==> src/hw/tds_pkg.sv <==
package tds_pkg;
  // ------------------------------------------------------------
  // Clock, tick and widths
  // ------------------------------------------------------------
  localparam int CLK_MHZ  = 125;                      // Reference clock rate
  localparam int TICK_MS  = 25;                       // Prescaled tick period
  localparam int TICK_CYC = TICK_MS * CLK_MHZ * 1000; // Cycles per tick
  localparam int T_W      = 12;                       // Window counter width
  localparam int B_W      = 6;                        // Beep counter width
  localparam int CODE_W   = 16;                       // System code width
  localparam int KEY_W    = 8;                        // Key identity width
  localparam int KEYS     = 4;                        // Enrollable key slots
  localparam logic [CODE_W-1:0] LFSR_SEED = 16'hace1; // Code generator seed
  localparam logic [CODE_W-1:0] CODE_RST  = 16'h0000; // Code after reset

  // ------------------------------------------------------------
  // Times in milliseconds
  // ------------------------------------------------------------
  localparam int SLEEP_MS  = 2500;  // Armed blink period
  localparam int FLASH_MS  = 100;   // Armed flash on-time
  localparam int F2_MS     = 500;   // Two flashes per second
  localparam int F1_MS     = 1000;  // One flash per second
  localparam int FH_MS     = 2000;  // One flash per two seconds
  localparam int F10_MS    = 100;   // Ten flashes per second
  localparam int BURST_MS  = 1500;  // One second burst plus pause
  localparam int SEC_MS    = 1000;  // One second
  localparam int SHORT_MS  = 200;   // Short beep
  localparam int LONG_MS   = 1000;  // Long beep
  localparam int SETTLE_MS = 4000;  // Delay after ignition off
  localparam int WIN_MS    = 10000; // Step window
  localparam int PMIN_MS   = 1000;  // Shortest ignition pulse
  localparam int PMAX_MS   = 2000;  // Longest ignition pulse
  localparam int LEDOFF_MS = 2000;  // Indicator hold before confirm
  localparam int ABORT_MS  = 2000;  // Abort pattern length
  localparam int OFF15_MS  = 15000; // Resync ignition off time
  localparam int NEWCTL_MS = 20000; // New controller light time
  localparam int ARM_MS    = 60000; // Door close to armed sleep

  // ------------------------------------------------------------
  // Times in ticks
  // ------------------------------------------------------------
  localparam logic [T_W-1:0] SLEEP_T  = T_W'(SLEEP_MS / TICK_MS);
  localparam logic [T_W-1:0] FLASH_T  = T_W'(FLASH_MS / TICK_MS);
  localparam logic [T_W-1:0] F2_T     = T_W'(F2_MS / TICK_MS);
  localparam logic [T_W-1:0] F1_T     = T_W'(F1_MS / TICK_MS);
  localparam logic [T_W-1:0] FH_T     = T_W'(FH_MS / TICK_MS);
  localparam logic [T_W-1:0] F10_T    = T_W'(F10_MS / TICK_MS);
  localparam logic [T_W-1:0] BURST_T  = T_W'(BURST_MS / TICK_MS);
  localparam logic [T_W-1:0] SEC_T    = T_W'(SEC_MS / TICK_MS);
  localparam logic [T_W-1:0] SETTLE_T = T_W'(SETTLE_MS / TICK_MS);
  localparam logic [T_W-1:0] WIN_T    = T_W'(WIN_MS / TICK_MS);
  localparam logic [T_W-1:0] PMIN_T   = T_W'(PMIN_MS / TICK_MS);
  localparam logic [T_W-1:0] PMAX_T   = T_W'(PMAX_MS / TICK_MS);
  localparam logic [T_W-1:0] LEDOFF_T = T_W'(LEDOFF_MS / TICK_MS);
  localparam logic [T_W-1:0] ABORT_T  = T_W'(ABORT_MS / TICK_MS);
  localparam logic [T_W-1:0] OFF15_T  = T_W'(OFF15_MS / TICK_MS);
  localparam logic [T_W-1:0] NEWCTL_T = T_W'(NEWCTL_MS / TICK_MS);
  localparam logic [T_W-1:0] ARM_T    = T_W'(ARM_MS / TICK_MS);
  localparam logic [B_W-1:0] SHORT_B  = B_W'(SHORT_MS / TICK_MS);
  localparam logic [B_W-1:0] LONG_B   = B_W'(LONG_MS / TICK_MS);
  localparam logic [B_W-1:0] DBL_B    = B_W'(3 * SHORT_MS / TICK_MS);

  // ------------------------------------------------------------
  // Types
  // ------------------------------------------------------------
  typedef enum logic [3:0] {
    ST_IDLE, ST_SLEEP, ST_READ, ST_RUN, ST_UNSYNC, ST_MK1, ST_WIN1,
    ST_CONF, ST_DONE, ST_SVC_ON, ST_MK2, ST_ENROLL, ST_EXIT, ST_ABORT
  } tds_st_t;

  typedef enum logic [2:0] {
    LED_OFF, LED_ON, LED_SLEEP, LED_2HZ, LED_1HZ, LED_HALF, LED_10HZ, LED_BURST
  } tds_led_t;

  typedef struct packed {
    logic ign;       // Ignition on
    logic door;      // Driver door open
    logic tool;      // Scan tool on diagnostic_connector
    logic ack;       // engine_controller finished exchange
    logic ctl_new;   // engine_controller reports new state
    logic ctl_match; // engine_controller code matches
  } tds_pins_t;

  typedef struct packed {
    logic             present; // A key is at the reader
    logic             master;  // That key is the master key
    logic [KEY_W-1:0] id;      // Identity of the key
  } tds_key_t;

  typedef struct packed {
    logic led;      // Indicator
    logic beep;     // Beeper
    logic fuel;     // Fuel-enable grant
    logic relay;    // Relay closed, tool reaches controller
    logic link_req; // Own exchange on the diagnostic line
    logic code_wr;  // Store code in nvm, controller and master key
    logic learnt;   // Module bound to controller
  } tds_out_t;

  // Indicator level for a pattern at window time t
  function automatic logic led_pat(tds_led_t m, logic [T_W-1:0] t);
    logic [T_W-1:0] b;
    b = t % BURST_T;
    unique case (m)
      LED_OFF:   led_pat = 1'b0;
      LED_ON:    led_pat = 1'b1;
      LED_SLEEP: led_pat = (t % SLEEP_T) < FLASH_T;
      LED_2HZ:   led_pat = (t % F2_T) < (F2_T >> 1);
      LED_1HZ:   led_pat = (t % F1_T) < FLASH_T;
      LED_HALF:  led_pat = (t % FH_T) < FLASH_T;
      LED_10HZ:  led_pat = (t % F10_T) < (F10_T >> 1);
      LED_BURST: led_pat = (b < SEC_T) && ((b % F10_T) < (F10_T >> 1));
    endcase
  endfunction : led_pat
endpackage : tds_pkg

==> src/hw/tds_top.sv <==
`timescale 1ns/100ps
`default_nettype none
module tds_top #(
  parameter int TICK_CYC = tds_pkg::TICK_CYC      // Cycles per tick
) (
  input  wire logic                       ref_clk,  // Clock
  input  wire logic                       reset,    // Async reset
  input  wire tds_pkg::tds_pins_t         pins,     // Pin inputs
  input  wire tds_pkg::tds_key_t          key,      // Key reader
  output var  tds_pkg::tds_out_t          drv,      // Outputs
  output var  logic [tds_pkg::CODE_W-1:0] sys_code  // Current code
);
  import tds_pkg::*;

  localparam int DIV_W = $clog2(TICK_CYC);

  // ------------------------------------------------------------
  // State
  // ------------------------------------------------------------
  tds_pins_t        s1_r, s2_r;             // Pin synchroniser
  logic [DIV_W-1:0] div_r, div_nxt;         // Tick divider
  logic             tick_r, tick_nxt;       // Tick pulse
  tds_st_t          st_r, st_nxt;           // Mode
  logic [T_W-1:0]   t_r, t_nxt;             // Window time
  logic [T_W-1:0]   off_r, off_nxt;         // Ignition off time
  logic [T_W-1:0]   pw_r, pw_nxt;           // Ignition on time
  logic             ign_q_r, door_q_r;      // Previous levels
  logic             kp_q_r;                 // Previous key presence
  logic             svc_r, svc_nxt;         // Service mode
  logic             learnt_r, learnt_nxt;   // Bound to controller
  logic             resync_r, resync_nxt;   // Resync pending
  logic             arm_r, arm_nxt;         // Arming countdown on
  logic             door_r, door_nxt;       // Door opened, ign off
  logic             link_r, link_nxt;       // Own exchange pending
  logic [B_W-1:0]   bp_r, bp_nxt;           // Beep countdown
  logic             dbl_r, dbl_nxt;         // Double beep
  logic [CODE_W-1:0] lfsr_r;                // Code generator
  logic [CODE_W-1:0] code_r, code_nxt;      // Stored code
  logic [KEYS-1:0]  kok_r, kok_nxt;         // Slot valid
  logic [KEY_W-1:0] kid_r [KEYS];           // Slot identity
  logic [KEY_W-1:0] kid_nxt [KEYS];
  tds_out_t         out_r, out_nxt;         // Registered outputs

  // ------------------------------------------------------------
  // Decoded events
  // ------------------------------------------------------------
  logic    ign_rise, ign_fall, door_close, ord_ev, mk;
  logic    hit, free;
  logic [$clog2(KEYS)-1:0] slot;
  logic    do_code, do_link, rst_t, go_res, cw, beep_on;
  tds_st_t on_st;
  tds_led_t led_m;
  logic [B_W-1:0] bp_load;

  assign ign_rise   = s2_r.ign && !ign_q_r;
  assign ign_fall   = !s2_r.ign && ign_q_r;
  assign door_close = !s2_r.door && door_q_r;
  assign mk         = key.present && key.master;
  assign ord_ev     = key.present && !key.master && !kp_q_r;

  // Key table lookup and first free slot
  always_comb
  begin
    hit  = 1'b0;
    free = 1'b0;
    slot = '0;
    for (int i = KEYS - 1; i >= 0; i--)
    begin
      if (kok_r[i] && kid_r[i] == key.id)
        hit = 1'b1;
      if (!kok_r[i])
      begin
        free = 1'b1;
        slot = i[$clog2(KEYS)-1:0];
      end
    end
  end

  // ------------------------------------------------------------
  // Tick prescaler and input timers
  // ------------------------------------------------------------
  // One tick paces every pattern and window
  always_comb
  begin
    tick_nxt = (div_r == DIV_W'(TICK_CYC - 1));
    div_nxt  = tick_nxt ? '0 : div_r + 1'b1;
    off_nxt  = off_r;
    pw_nxt   = pw_r;
    if (ign_rise)
      pw_nxt = '0;
    else if (tick_r && s2_r.ign && pw_r != '1)
      pw_nxt = pw_r + 1'b1;
    if (ign_fall)
      off_nxt = '0;
    else if (tick_r && !s2_r.ign && off_r != '1)
      off_nxt = off_r + 1'b1;
  end

  // ------------------------------------------------------------
  // Mode sequencer
  // ------------------------------------------------------------
  // Next mode, flags, key table and code
  always_comb
  begin
    st_nxt     = st_r;
    svc_nxt    = svc_r;
    learnt_nxt = learnt_r;
    resync_nxt = resync_r;
    arm_nxt    = arm_r;
    door_nxt   = door_r;
    kok_nxt    = kok_r;
    kid_nxt    = kid_r;
    do_code    = 1'b0;
    do_link    = 1'b0;
    rst_t      = 1'b0;
    bp_load    = '0;
    dbl_nxt    = dbl_r;
    led_m      = LED_OFF;
    // Where ignition on leads from rest
    go_res = resync_r && off_r >= OFF15_T;
    on_st  = svc_r ? ST_SVC_ON : ST_READ;
    if (!go_res && learnt_r && !s2_r.ctl_match)
      on_st = ST_UNSYNC;
    unique case (st_r)
      ST_IDLE, ST_SLEEP:
      begin
        led_m = (st_r == ST_SLEEP) ? LED_SLEEP : LED_OFF;
        if (ign_rise)
        begin
          st_nxt  = on_st;
          arm_nxt = 1'b0;
          door_nxt = 1'b0;
          if (go_res)
          begin
            do_code    = 1'b1;
            resync_nxt = 1'b0;
          end
        end
        else if (st_r == ST_IDLE)
        begin
          if (s2_r.door)
            door_nxt = 1'b1;
          if (door_r && door_close)
          begin
            arm_nxt = 1'b1;
            rst_t   = 1'b1;
          end
          if (arm_r && t_r >= ARM_T)
            st_nxt = ST_SLEEP;
        end
      end
      ST_READ:
      begin
        led_m = LED_2HZ;
        if (ign_fall && mk)
        begin
          st_nxt  = ST_MK1;
          bp_load = SHORT_B;
        end
        else if (ign_fall)
          st_nxt = ST_IDLE;
        else if (ord_ev && (hit || !learnt_r))
        begin
          st_nxt  = ST_RUN;
          do_link = 1'b1;
          bp_load = DBL_B;
          dbl_nxt = 1'b1;
        end
      end
      ST_RUN:
      begin
        // Steady forever: module not learnt; 20 s: new controller
        if (!learnt_r || (s2_r.ctl_new && t_r < NEWCTL_T))
          led_m = LED_ON;
        if (ign_fall)
          st_nxt = ST_IDLE;
      end
      ST_UNSYNC:
      begin
        led_m = svc_r ? LED_HALF : LED_1HZ;
        if (ign_fall)
        begin
          st_nxt     = ST_IDLE;
          resync_nxt = 1'b1;
        end
      end
      ST_MK1, ST_MK2:
      begin
        led_m = LED_ON;
        if (ign_rise)
          st_nxt = ST_ABORT;
        else if (t_r >= SETTLE_T)
        begin
          if (mk)
            st_nxt = ST_ABORT;
          else
            st_nxt = (st_r == ST_MK1) ? ST_WIN1 : ST_ENROLL;
        end
      end
      ST_WIN1:
      begin
        led_m = LED_BURST;
        if (mk)
        begin
          st_nxt  = ST_CONF;
          bp_load = LONG_B;
        end
        else if (ign_rise || t_r >= WIN_T)
          st_nxt = ST_ABORT;
      end
      ST_CONF, ST_EXIT:
      begin
        led_m = LED_ON;
        if (ign_fall && pw_r >= PMIN_T && pw_r <= PMAX_T)
        begin
          if (st_r == ST_CONF)
            st_nxt = ST_DONE;
          else
          begin
            st_nxt     = ST_IDLE;
            svc_nxt    = 1'b0;
            learnt_nxt = 1'b1;
            do_code    = 1'b1;
            bp_load    = SHORT_B;
          end
        end
        else if (ign_fall || t_r >= WIN_T)
          st_nxt = ST_ABORT;
      end
      ST_DONE:
      begin
        led_m = LED_ON;
        if (t_r >= LEDOFF_T)
        begin
          st_nxt  = ST_IDLE;
          bp_load = SHORT_B;
          svc_nxt = 1'b1;
          kok_nxt = '0;
          do_code = 1'b1;
        end
      end
      ST_SVC_ON:
      begin
        led_m = LED_ON;
        if (ign_fall && mk)
        begin
          st_nxt  = ST_MK2;
          bp_load = SHORT_B;
        end
        else if (ign_fall)
          st_nxt = ST_IDLE;
      end
      ST_ENROLL:
      begin
        led_m = (bp_r != '0) ? LED_OFF : LED_10HZ;
        if (mk)
        begin
          st_nxt  = ST_EXIT;
          bp_load = LONG_B;
        end
        else if (ord_ev && (hit || free))
        begin
          if (!hit)
          begin
            kok_nxt[slot] = 1'b1;
            kid_nxt[slot] = key.id;
          end
          bp_load = LONG_B;
          rst_t   = 1'b1;
        end
        else if (ign_rise || t_r >= WIN_T)
          st_nxt = ST_ABORT;
      end
      ST_ABORT:
      begin
        led_m = LED_2HZ;
        if (t_r >= ABORT_T)
          st_nxt = s2_r.ign ? on_st : ST_IDLE;
      end
    endcase
    // Window time restarts on every mode change
    if (st_nxt != st_r || rst_t)
      t_nxt = '0;
    else if (tick_r && t_r != '1)
      t_nxt = t_r + 1'b1;
    else
      t_nxt = t_r;
    // Fresh code goes to nvm, controller and master key
    cw       = do_code;
    code_nxt = do_code ? lfsr_r : code_r;
    // A new request wins over a finishing acknowledge
    link_nxt = (link_r && !s2_r.ack) || do_link || do_code;
    // Beeper countdown, double beep has a gap
    if (bp_load != '0)
      bp_nxt = bp_load;
    else if (tick_r && bp_r != '0)
      bp_nxt = bp_r - 1'b1;
    else
      bp_nxt = bp_r;
    if (bp_load != '0 && bp_load != DBL_B)
      dbl_nxt = 1'b0;
    beep_on = (bp_r != '0) && (!dbl_r || bp_r > (DBL_B - SHORT_B) || bp_r <= SHORT_B);
    // Output values
    out_nxt.led      = led_pat(led_m, t_r);
    out_nxt.beep     = beep_on;
    out_nxt.fuel     = (st_r == ST_RUN) || (st_r == ST_SVC_ON);
    out_nxt.relay    = s2_r.tool && !link_r;
    out_nxt.link_req = link_r;
    out_nxt.code_wr  = cw;
    out_nxt.learnt   = learnt_r;
  end

  // ------------------------------------------------------------
  // Registers
  // ------------------------------------------------------------
  // Synchroniser, divider and timers
  always_ff @(posedge ref_clk or posedge reset)
  begin
    if (reset)
    begin
      s1_r     <= '0;
      s2_r     <= '0;
      div_r    <= '0;
      tick_r   <= 1'b0;
      off_r    <= '0;
      pw_r     <= '0;
      ign_q_r  <= 1'b0;
      door_q_r <= 1'b0;
      kp_q_r   <= 1'b0;
      lfsr_r   <= LFSR_SEED;
    end
    else
    begin
      s1_r     <= pins;
      s2_r     <= s1_r;
      div_r    <= div_nxt;
      tick_r   <= tick_nxt;
      off_r    <= off_nxt;
      pw_r     <= pw_nxt;
      ign_q_r  <= s2_r.ign;
      door_q_r <= s2_r.door;
      kp_q_r   <= key.present;
      lfsr_r   <= {lfsr_r[14:0], lfsr_r[15] ^ lfsr_r[13] ^ lfsr_r[12] ^ lfsr_r[10]};
    end
  end

  // Mode, flags, key table, code and outputs
  always_ff @(posedge ref_clk or posedge reset)
  begin
    if (reset)
    begin
      st_r     <= ST_IDLE;
      t_r      <= '0;
      svc_r    <= 1'b0;
      learnt_r <= 1'b0;
      resync_r <= 1'b0;
      arm_r    <= 1'b0;
      door_r   <= 1'b0;
      link_r   <= 1'b0;
      bp_r     <= '0;
      dbl_r    <= 1'b0;
      code_r   <= CODE_RST;
      kok_r    <= '0;
      kid_r    <= '{default: '0};
      out_r    <= '0;
    end
    else
    begin
      st_r     <= st_nxt;
      t_r      <= t_nxt;
      svc_r    <= svc_nxt;
      learnt_r <= learnt_nxt;
      resync_r <= resync_nxt;
      arm_r    <= arm_nxt;
      door_r   <= door_nxt;
      link_r   <= link_nxt;
      bp_r     <= bp_nxt;
      dbl_r    <= dbl_nxt;
      code_r   <= code_nxt;
      kok_r    <= kok_nxt;
      kid_r    <= kid_nxt;
      out_r    <= out_nxt;
    end
  end

  assign drv      = out_r;
  assign sys_code = code_r;
endmodule : tds_top
`default_nettype wire

==> config.mk <==
export PLATFORM = sky130hd
export DESIGN_NAME = tds_top
export DESIGN_NICKNAME = d
export VERILOG_FILES = /design/src/hw/tds_pkg.sv /design/src/hw/tds_top.sv
export SDC_FILE = /design/constraint.sdc
export NUM_CORES = 1
export LEC_CHECK = 0
export ABC_AREA = 1
export BUFFER_PORTS_ARGS = -buffer_cell sky130_fd_sc_hd__clkbuf_2
export CAP_MARGIN = 10
export CORE_ASPECT_RATIO = 1.4
export CORE_MARGIN = 2
export CORE_UTILIZATION = 35
export DETAILED_ROUTE_END_ITERATION = 12
export PLACE_DENSITY_LB_ADDON = 0.25
export SYNTH_ARGS = -nofsm -noshare
export SYNTH_HDL_FRONTEND = slang
export SYNTH_SLANG_ARGS = --single-unit
==> constraint.sdc <==
create_clock -name ref_clk -period 5.65 [get_ports ref_clk]
set_input_delay 0.565 -clock ref_clk [delete_from_list [all_inputs] [get_ports ref_clk]]
set_output_delay 0.565 -clock ref_clk [all_outputs]
set_load 0.005 [all_outputs]
## Word level (Yosys, flattened, before mapping)

Cells that the tools add are included.

| operators by class | value |
|---|---|
| add/sub/neg operators | 5 |
| divide/modulo/power cells | 5 |
| magnitude comparators | 21 |
| equality and inequality tests | 41 |
| multiplexer cells | 108 |
| bitwise gates (word level) | 8 |
| reduce and logical (&&, ||, !) cells | 86 |

Operator list:

| cell | count |
|---|---|
| $mux W4 | 32 |
| $mux W12 | 6 |
| $mux W1 | 42 |
| $pmux W4 S10 | 1 |
| $add A12 B1 Y12 const B | 3 |
| $lt A12 B3 Y1 const B | 3 |
| $ne A12 B12 Y1 const B | 3 |
| $pmux W6 S6 | 1 |
| $logic_and A1 B1 Y1 | 34 |
| $bwmux W32 | 1 |
| $eq A8 B8 Y1 | 4 |
| $mux W6 | 5 |
| $eq A4 B4 Y1 const B | 6 |
| $mod A12 B6 Y12 const B | 2 |
| $mod A12 B7 Y12 const B | 2 |
| $reduce_bool A2 Y1 | 12 |
| $add A22 B1 Y22 const B | 1 |
| $eq A22 B22 Y1 const B | 1 |
| $mux W22 | 1 |
| $pmux W3 S7 | 1 |
| $ne A2 B2 Y1 const B | 9 |
| $demux W8 S2 | 1 |
| $eq A4 B3 Y1 const B | 4 |
| $reduce_and A4 Y1 | 4 |
| other kinds (49) | 95 |

| word-level totals | value |
|---|---|
| register bits after elaboration | 166 |
| output and inout bits | 23 |
| logic and storage cells | 317 |

## Depth between registers and ports, before layout

Gate-level depths: netlist (run 1).

| depth | value |
|---|---|
| word-level depth | 16 |
| gate-level depth with buffers | 38 |
| depth with buffers taken out | 37 |

## Least setup slack after synthesis (run 1)

No wires, ideal clock.

| timing path | value |
|---|---|
| kind | reg2reg |
| start | register t_r[7] |
| end | register out_r (netlist bit drv[6]) |
| library setup time | 0.125 ns |
| data arrival time | 2.921 ns |
| slack | 2.604 ns |
| cell stages (with the launch flop) | 31 |
| buffers on the path | 0 |
| period minus slack after synthesis | 3.046 ns |
| cells stage by stage | dfrtp_1 nor2_2 nand2_4 nand3_4 nand4_4 nand2_2 nand3_2 nand2_4 nand3_4 nand2_4 nand2_4 nand2_2 nand2_4 nor2_8 nand2_4 nand3_4 nand2_2 nand2_4 nand3_4 nand2_4 nand2_2 nand2_1 nand3_1 nor2_1 nand2_1 nand3_1 nand2_1 nand2_1 inv_1 nand4_1 nand3_1 |

RTL lines:

| item | line | source |
|---|---|---|
| start: declaration | tds_top.sv:24 | `logic [T_W-1:0] t_r, t_nxt;` |
| start signal: assignment | tds_top.sv:370 | `t_r <= t_nxt;` |
| end signal: assignment | tds_top.sv:382 | `out_r <= out_nxt;` |
| end: declaration | tds_top.sv:42 | `tds_out_t out_r, out_nxt;` |

==> key figures, run 1 <==
Synth
  – Syn avg cell area: 7.51 µm²
  – Top_reg_cell synth: dfrtp_1
  – Post-synth EDFFs: 0
  – Seq/Total Area, Yosys: 0.411
  – Synth warn: 0
  – Most area-hungry cell type in the Yosys netlist: dfrtp_1
  – Mapped Nets: 1375
  – Most common cell in the netlist: nand2_1
  – Seq cells post-synth: 166
  – Top post-synthesis cells by area: dfrtp_1 (39%), nand2_1 (11%), inv_1 (6.4%)
  – Syn Inst Count: 1349
  – Mapped Area: 10100 µm²
  – Yosys cell types: 59
  – Post-synth ARST share: 1.00
  – Share of the synthesized area in the top cell type: 0.390
  – Commonest cells post-synth: nand2_1 (308), inv_1 (173), dfrtp_1 (158)

Detailed routing
  – DR WL met2: 11900 µm
  – Met3 WL post-DR: 606 µm
  – Initial drt markers: 441
  – Via density: 4.90
  – Highest metal used: met4
  – Via count: 8670
  – Total Routed Length: 23300 µm
  – ANT nets after route: 0
  – # DRC: 0
  – Metal-1 WL: 10100 µm
  – DR pass1 iterations: 5
  – WL/cell: 13.2 µm

Floorplan
  – Die height: 205 µm
  – Die W: 148 µm
  – IO Pins: 41
  – Die Area: 30300 µm²
  – Initial core utilization: 0.356
  – Core Area: 28400 µm²
  – Site Rows: 73

Setup path
  – CP required: 5970 ps
  – Most frequent CP cell: nand2_1
  – Bufs and invs on worst path: 3
  – Crit path arrival time: 4290 ps
  – Slowest stage delay, CP: 550 ps
  – CP max FO: 15
  – CP Class: reg -> reg
  – CP Launch Type: register
  – Slowest CP cell: dfrtp_1
  – CP delay by family, top: simple AND/OR/NAND/NOR gates
  – Worst Setup End Kind: register

CTS
  – Hold Buf Count CTS: 0
  – H-tree depth: 4
  – Clk_lat worst skew: 430 ps
  – Clock tree from TritonCTS: done
  – Total CTS buffers: 17
  – Post-CTS setup buffer count: 0
  – Clk buf depth: 2
  – Clock transition at path regs: 70 ps
  – Clock tree sinks: 166
  – # resized after CTS: 0
  – Root Buffer: clkbuf_16

Pwr
  – Peak supply drop: 0.192 mV
  – Pwr Density: 268 nW/µm²
  – Leakage: 5.61 nW

STA
  – Setup violators final: 0
  – RSZ-0062 raised after global routing: no
  – F_max: 252 MHz
  – Least-Margin Pin Slew: 798 ps
  – Slew headroom: 0.467
  – Clock Skew: 6.42 ps
  – Fin crit period: 3970 ps
  – Setup ws final: 1680 ps
  – Fin. max-slew vios: 0
  – Fin. Hold Viols: 0
  – Period utilisation layout: 0.703
  – Setup TNS: 0 ps

Final layout
  – Layout net count: 1408
  – Ant. Diodes: 0
  – Fillers: 2927
  – Share of layout cells above drive strength 1: 0.138
  – Area delta synth->final: 11.3%
  – Non-filler instance count after layout: 1770
  – Finished Core Util: 0.397

GRT
  – Total grt overflow: 0
  – Total GRT Usage: 0.164
  – Initial antenna violation count: 0
  – Largest net degree at the start of global routing: 63
  – Vias in the first global route: 8619
  – First-pass GRT wire length: 40600 µm

Run
  – Max_cap viols: 0

Status
  – Outcome: completed

Min path
  – Hold Crit Class: in -> async

Placement
  – Post-DP HPWL: 17600 µm
  – Pre-CTS setup slack: 1680 ps
  – I/O Buffers: 40
  – GP Congestion: 0.910
  – Dpl cells: 1738
registers in the layout, summed over array words and instances (netlist names), 4 cells and up:
| register | count |
|---|---|
| pw_r | 12 |
| st_r | 4 |
| off_r | 12 |
| sys_code | 16 |
| s2_r | 6 |
| t_r | 12 |
| s1_r | 6 |
| bp_r | 6 |
| div_r | 22 |
| kok_r | 4 |
| lfsr_r | 16 |
| drv | 7 |
| kid_r | 32 |
path summary, 6_finish.rpt:
| check | start | endpoint | slack (ps) | cells past startpoint |
|---|---|---|---|---|
| setup / recovery | t_r[4] | drv[6] | 1680 | 27 |
| hold / removal | reset | s1_r[5] | 140 | 2 |
| setup reg to reg | t_r[4] | drv[6] | 1680 | 27 |
| hold reg to reg | s1_r[2] | s2_r[2] | 350 | 0 |
| max in group asynchronous | reset | s1_r[1] | 4380 | 3 |
| min in group ref_clk | pins[3] | s1_r[3] | 240 | 1 |
layout make-up:
class                   count  area (µm²)  share of cell area
inverters                 193         733              0.0651
clock inverters            15         158              0.0140
multi-input cells         959        5080               0.451
clock buffers              17         425              0.0378
repair buffers             45         238              0.0211
well taps                 375         469              0.0416
flip-flops and latches    166        4160               0.370
cells in the final DEF (no fill, tap or decap), types with 16 or more instances in the layout:
cell type / synthesis / layout
a21oi_1: 48 / 48
clkbuf_16: 0 / 17
clkbuf_2: 0 / 40
dfrtp_1: 158 / 158
inv_1: 173 / 172
mux2_2: 16 / 16
nand2_1: 308 / 308
nand2_2: 29 / 29
nand3_1: 75 / 75
nand4_1: 42 / 42
nor2_1: 139 / 139
nor3_1: 28 / 28
o21ai_0: 93 / 93
xor2_1: 29 / 29
metrics by stage:
step           hold slack (ps)  power [mW]  area [µm²]
5_1_grt                    164        3.21       11300
4_1_cts                    145        3.06       11300
3_3_place_gp               332        1.89       10700
3_5_place_dp               335        1.89       10700
6_report                   145        3.02       11300
2_1_floorplan              331        1.74       10100
routing by layer:
metal / vias to the layer above / GRT usage
li1: 4486 / -
met1: 4000 / 0.192
met2: 142 / 0.297
met3: 42 / 0.0264
met4: 0 / 0.0718
met5: - / 0
cells by family (layout without fill, tap and decap cells):
kind of cell             Yosys count  in the layout  synth area share
AND/OR/NAND/NOR                  680            680             0.315
multiplexers                      16             16            0.0178
AO/OA/AOI/OAI                    215            215             0.123
flip-flops                       166            166             0.411
buffers and inverters            224            270            0.0876
adder cells (fa/ha/maj)            8              8           0.00989
XOR/XNOR                          40             40            0.0353
power by group:
group          switching [mW]  internal [mW]  leakage, nW  total (mW)
sequential             0.0689           1.26         2.19        1.33
clock                   0.520          0.625        0.275        1.15
combinational           0.365          0.185         3.15       0.549
total                   0.954           2.07         5.61        3.02
Note: power is estimated with default switching activity, not from simulation.
==> run 2, diff against run 1 <==
==> constraint.sdc (replaced) <==
create_clock -name ref_clk -period 3.4 [get_ports ref_clk]
set_input_delay 0.34 -clock ref_clk [delete_from_list [all_inputs] [get_ports ref_clk]]
set_output_delay 0.34 -clock ref_clk [all_outputs]
set_load 0.005 [all_outputs]
==> run 2 against run 1 <==
Effect of this change: wire length increased by 2.8%; critical path depth is 1 higher; fmax up 19%; count of clock-buffer cells in the layout stayed put; global-route usage is 0.062 points higher; highest routed layer unchanged; via count is 4.0% higher; clock skew grew 1.6 ps; hold slack lost 130 ps.
==> key figures, run 2 (same netlist as run 1, synthesis figures left out) <==
Placement
  – GP Congestion: 0.904 (-0.66%)
  – I/O Buffers: 40 (unchanged)
  – Pre-CTS setup slack: -96.8 ps (-1770 ps)
  – Post-DP HPWL: 18100 µm (+2.6%)
  – Placed inst area: 11000 µm² (+3.3%)

GRT
  – First-pass GRT wire length: 41100 µm (+1.2%)
  – Largest net degree at the start of global routing: 99 (+57%)
  – Total GRT Usage: 0.165 (+0.000615)
  – Total grt overflow: 0 (unchanged)
  – Initial antenna violation count: 0 (unchanged)
  – Vias in the first global route: 8879 (+3.0%)

Floorplan
  – IO Pins: 41 (unchanged)
  – Die height: 205 µm (unchanged)
  – Initial core utilization: 0.356 (unchanged)
  – Site Rows: 73 (unchanged)
  – Die Area: 30300 µm² (unchanged)
  – Die W: 148 µm (unchanged)
  – Core Area: 28400 µm² (unchanged)

Final layout
  – Max reg flops: 32 (unchanged)
  – Most frequent cells in the layout: nand2_1 (291), inv_1 (169), dfrtp_1 (153)
  – Ant. Diodes: 0 (unchanged)
  – Layout net count: 1474 (+4.7%)
  – Fin area: 12000 µm² (+6.1%)
  – Regs by FF count: kid_r: 32 flops, div_r: 22 flops
  – Area delta synth->final: 18.1%
  – Most common cell after layout, fill and taps aside: nand2_1
  – Top reg by flops: kid_r
  – Share of layout cells above drive strength 1: 0.198 (+0.0609)

CTS
  – Clk buf depth: 2 (unchanged)
  – Clock tree from TritonCTS: done
  – Total CTS buffers: 17 (unchanged)
  – H-tree depth: 4 (unchanged)
  – Root Buffer: clkbuf_16
  – Clock transition at path regs: 70 ps (about the same)
  – Clk_lat worst skew: 430 ps (about the same)
  – Clock tree sinks: 166 (unchanged)

STA
  – Clock Skew: 8.01 ps (+1.58 ps)
  – Slew headroom: 0.584 (+0.117)
  – RSZ-0062 raised after global routing: yes
  – Setup violators final: 0 (unchanged)
  – F_max: 299 MHz (+19%)
  – Setup ws final: 53.1 ps (-1630 ps)
  – Period utilisation layout: 0.984 (+0.281)
  – Fin. max-slew vios: 0 (unchanged)
  – Fin. Hold Viols: 0 (unchanged)
  – Least-Margin Pin Slew: 609 ps (-190 ps)
  – Fin crit period: 3350 ps (-625 ps)

Min path
  – Hold Crit Class: in -> async

Detailed routing
  – Via count: 9015 (+4.0%)
  – DR pass1 iterations: 5 (unchanged)
  – Via density: 4.91 (+0.24%)
  – # DRC: 0 (unchanged)
  – Initial drt markers: 536 (+22%)
  – Total Routed Length: 24000 µm (+2.8%)
  – ANT nets after route: 0 (unchanged)
  – WL/cell: 13.1 µm (-0.87%)

Pwr
  – Total Power: 5.03 mW (+66%)
  – Leakage: 5.99 nW (+6.7%)
  – Pwr Density: 421 nW/µm² (+57%)
  – Peak supply drop: 0.388 mV (+100%)

Setup path
  – Slowest stage delay, CP: 490 ps (-60 ps)
  – Worst Setup End Kind: register
  – Crit path arrival time: 3660 ps (-630 ps)
  – CP max FO: 6 (-9)
  – Slowest CP cell: dfrtp_2
  – CP Launch Type: register
  – CP required: 3720 ps (-2250 ps)
  – Most frequent CP cell: nand2_4
  – CP Class: reg -> reg

Run
  – Max_cap viols: 0 (unchanged)

Status
  – Outcome: completed
==> run 2: cell count changes in the layout (fill, tap and decap cells not counted), moves of 4 or more <==
cell | before | now
buf_4 | 5 | 60
nand3_2 | 8 | 12
buf_12 | 0 | 4
dlygate4sd3_1 | 0 | 6
nand2_1 | 308 | 291
inv_4 | 1 | 5
dfrtp_1 | 158 | 153
nand2_2 | 29 | 45
nand3_1 | 75 | 70
dfrtp_2 | 0 | 5
==> run 2: per-layer routing <==
layer,vias up,wire length [µm],GRT usage
met5,-,0,0
met4,0,591,0.0618
met3,37,648,0.0290
met2,143,12500,0.301
met1,4220,10300,0.192
li1,4615,-,-
==> run 2: area by class of cell <==
class / instances / area, µm²
clock buffer: 17 / 425
timing repair buffer: 111 / 802
sequential: 166 / 4170
clock inverter: 15 / 138
fill: 2893 / 16500
tap: 375 / 469
inverter: 193 / 742
multi-input combinational: 959 / 5210
==> run 2: critical path, delay by kind of cell (launching register included) <==
family | cells | cell delay, ps
compound gates | 1 | 170
buf+inv | 4 | 420
flops | 1 | 490
simple gates | 23 | 2140
==> run 2: what timing repair did <==
item	in CTS	in global routing
buffers inserted	4	14
resized for setup	6	47
endpoints found under the setup margin	1	12
hold buffers	6	0
endpoints found under the hold margin	6	0
pin swaps	0	24
==> run 2: report_power, final <==
part           switching [mW]  internal (mW)  total, mW
Clock                   0.864          0.965       1.83
Combinational           0.631          0.366      0.997
Sequential              0.114           2.09       2.20
Total                    1.61           3.42       5.03
==> run 2: through the flow <==
step	utilization	cells	hold WS [ps]	TNS, ps
5_1_grt	0.421	1836	21.3	-330
2_1_floorplan	-	1349	331	0
6_report	0.421	1836	14.0	0
3_5_place_dp	0.389	1780	335	-96.8
3_3_place_gp	0.389	1780	335	-19.2
4_1_cts	0.412	1822	20.5	0
==> run 2: path summary, 6_finish.rpt <==
path,slack (ps),to,depth (start not counted),startpoint
min in group ref_clk,40,kp_q_r,1,key[9]
worst max register to register,50,drv[6],28,t_r[11]
worst max-delay path,50,drv[6],28,t_r[11]
max in group asynchronous,2890,t_r[11],3,reset
worst min-delay path,10,drv[2],3,reset
worst min register to register,340,s2_r[5],0,s1_r[5]
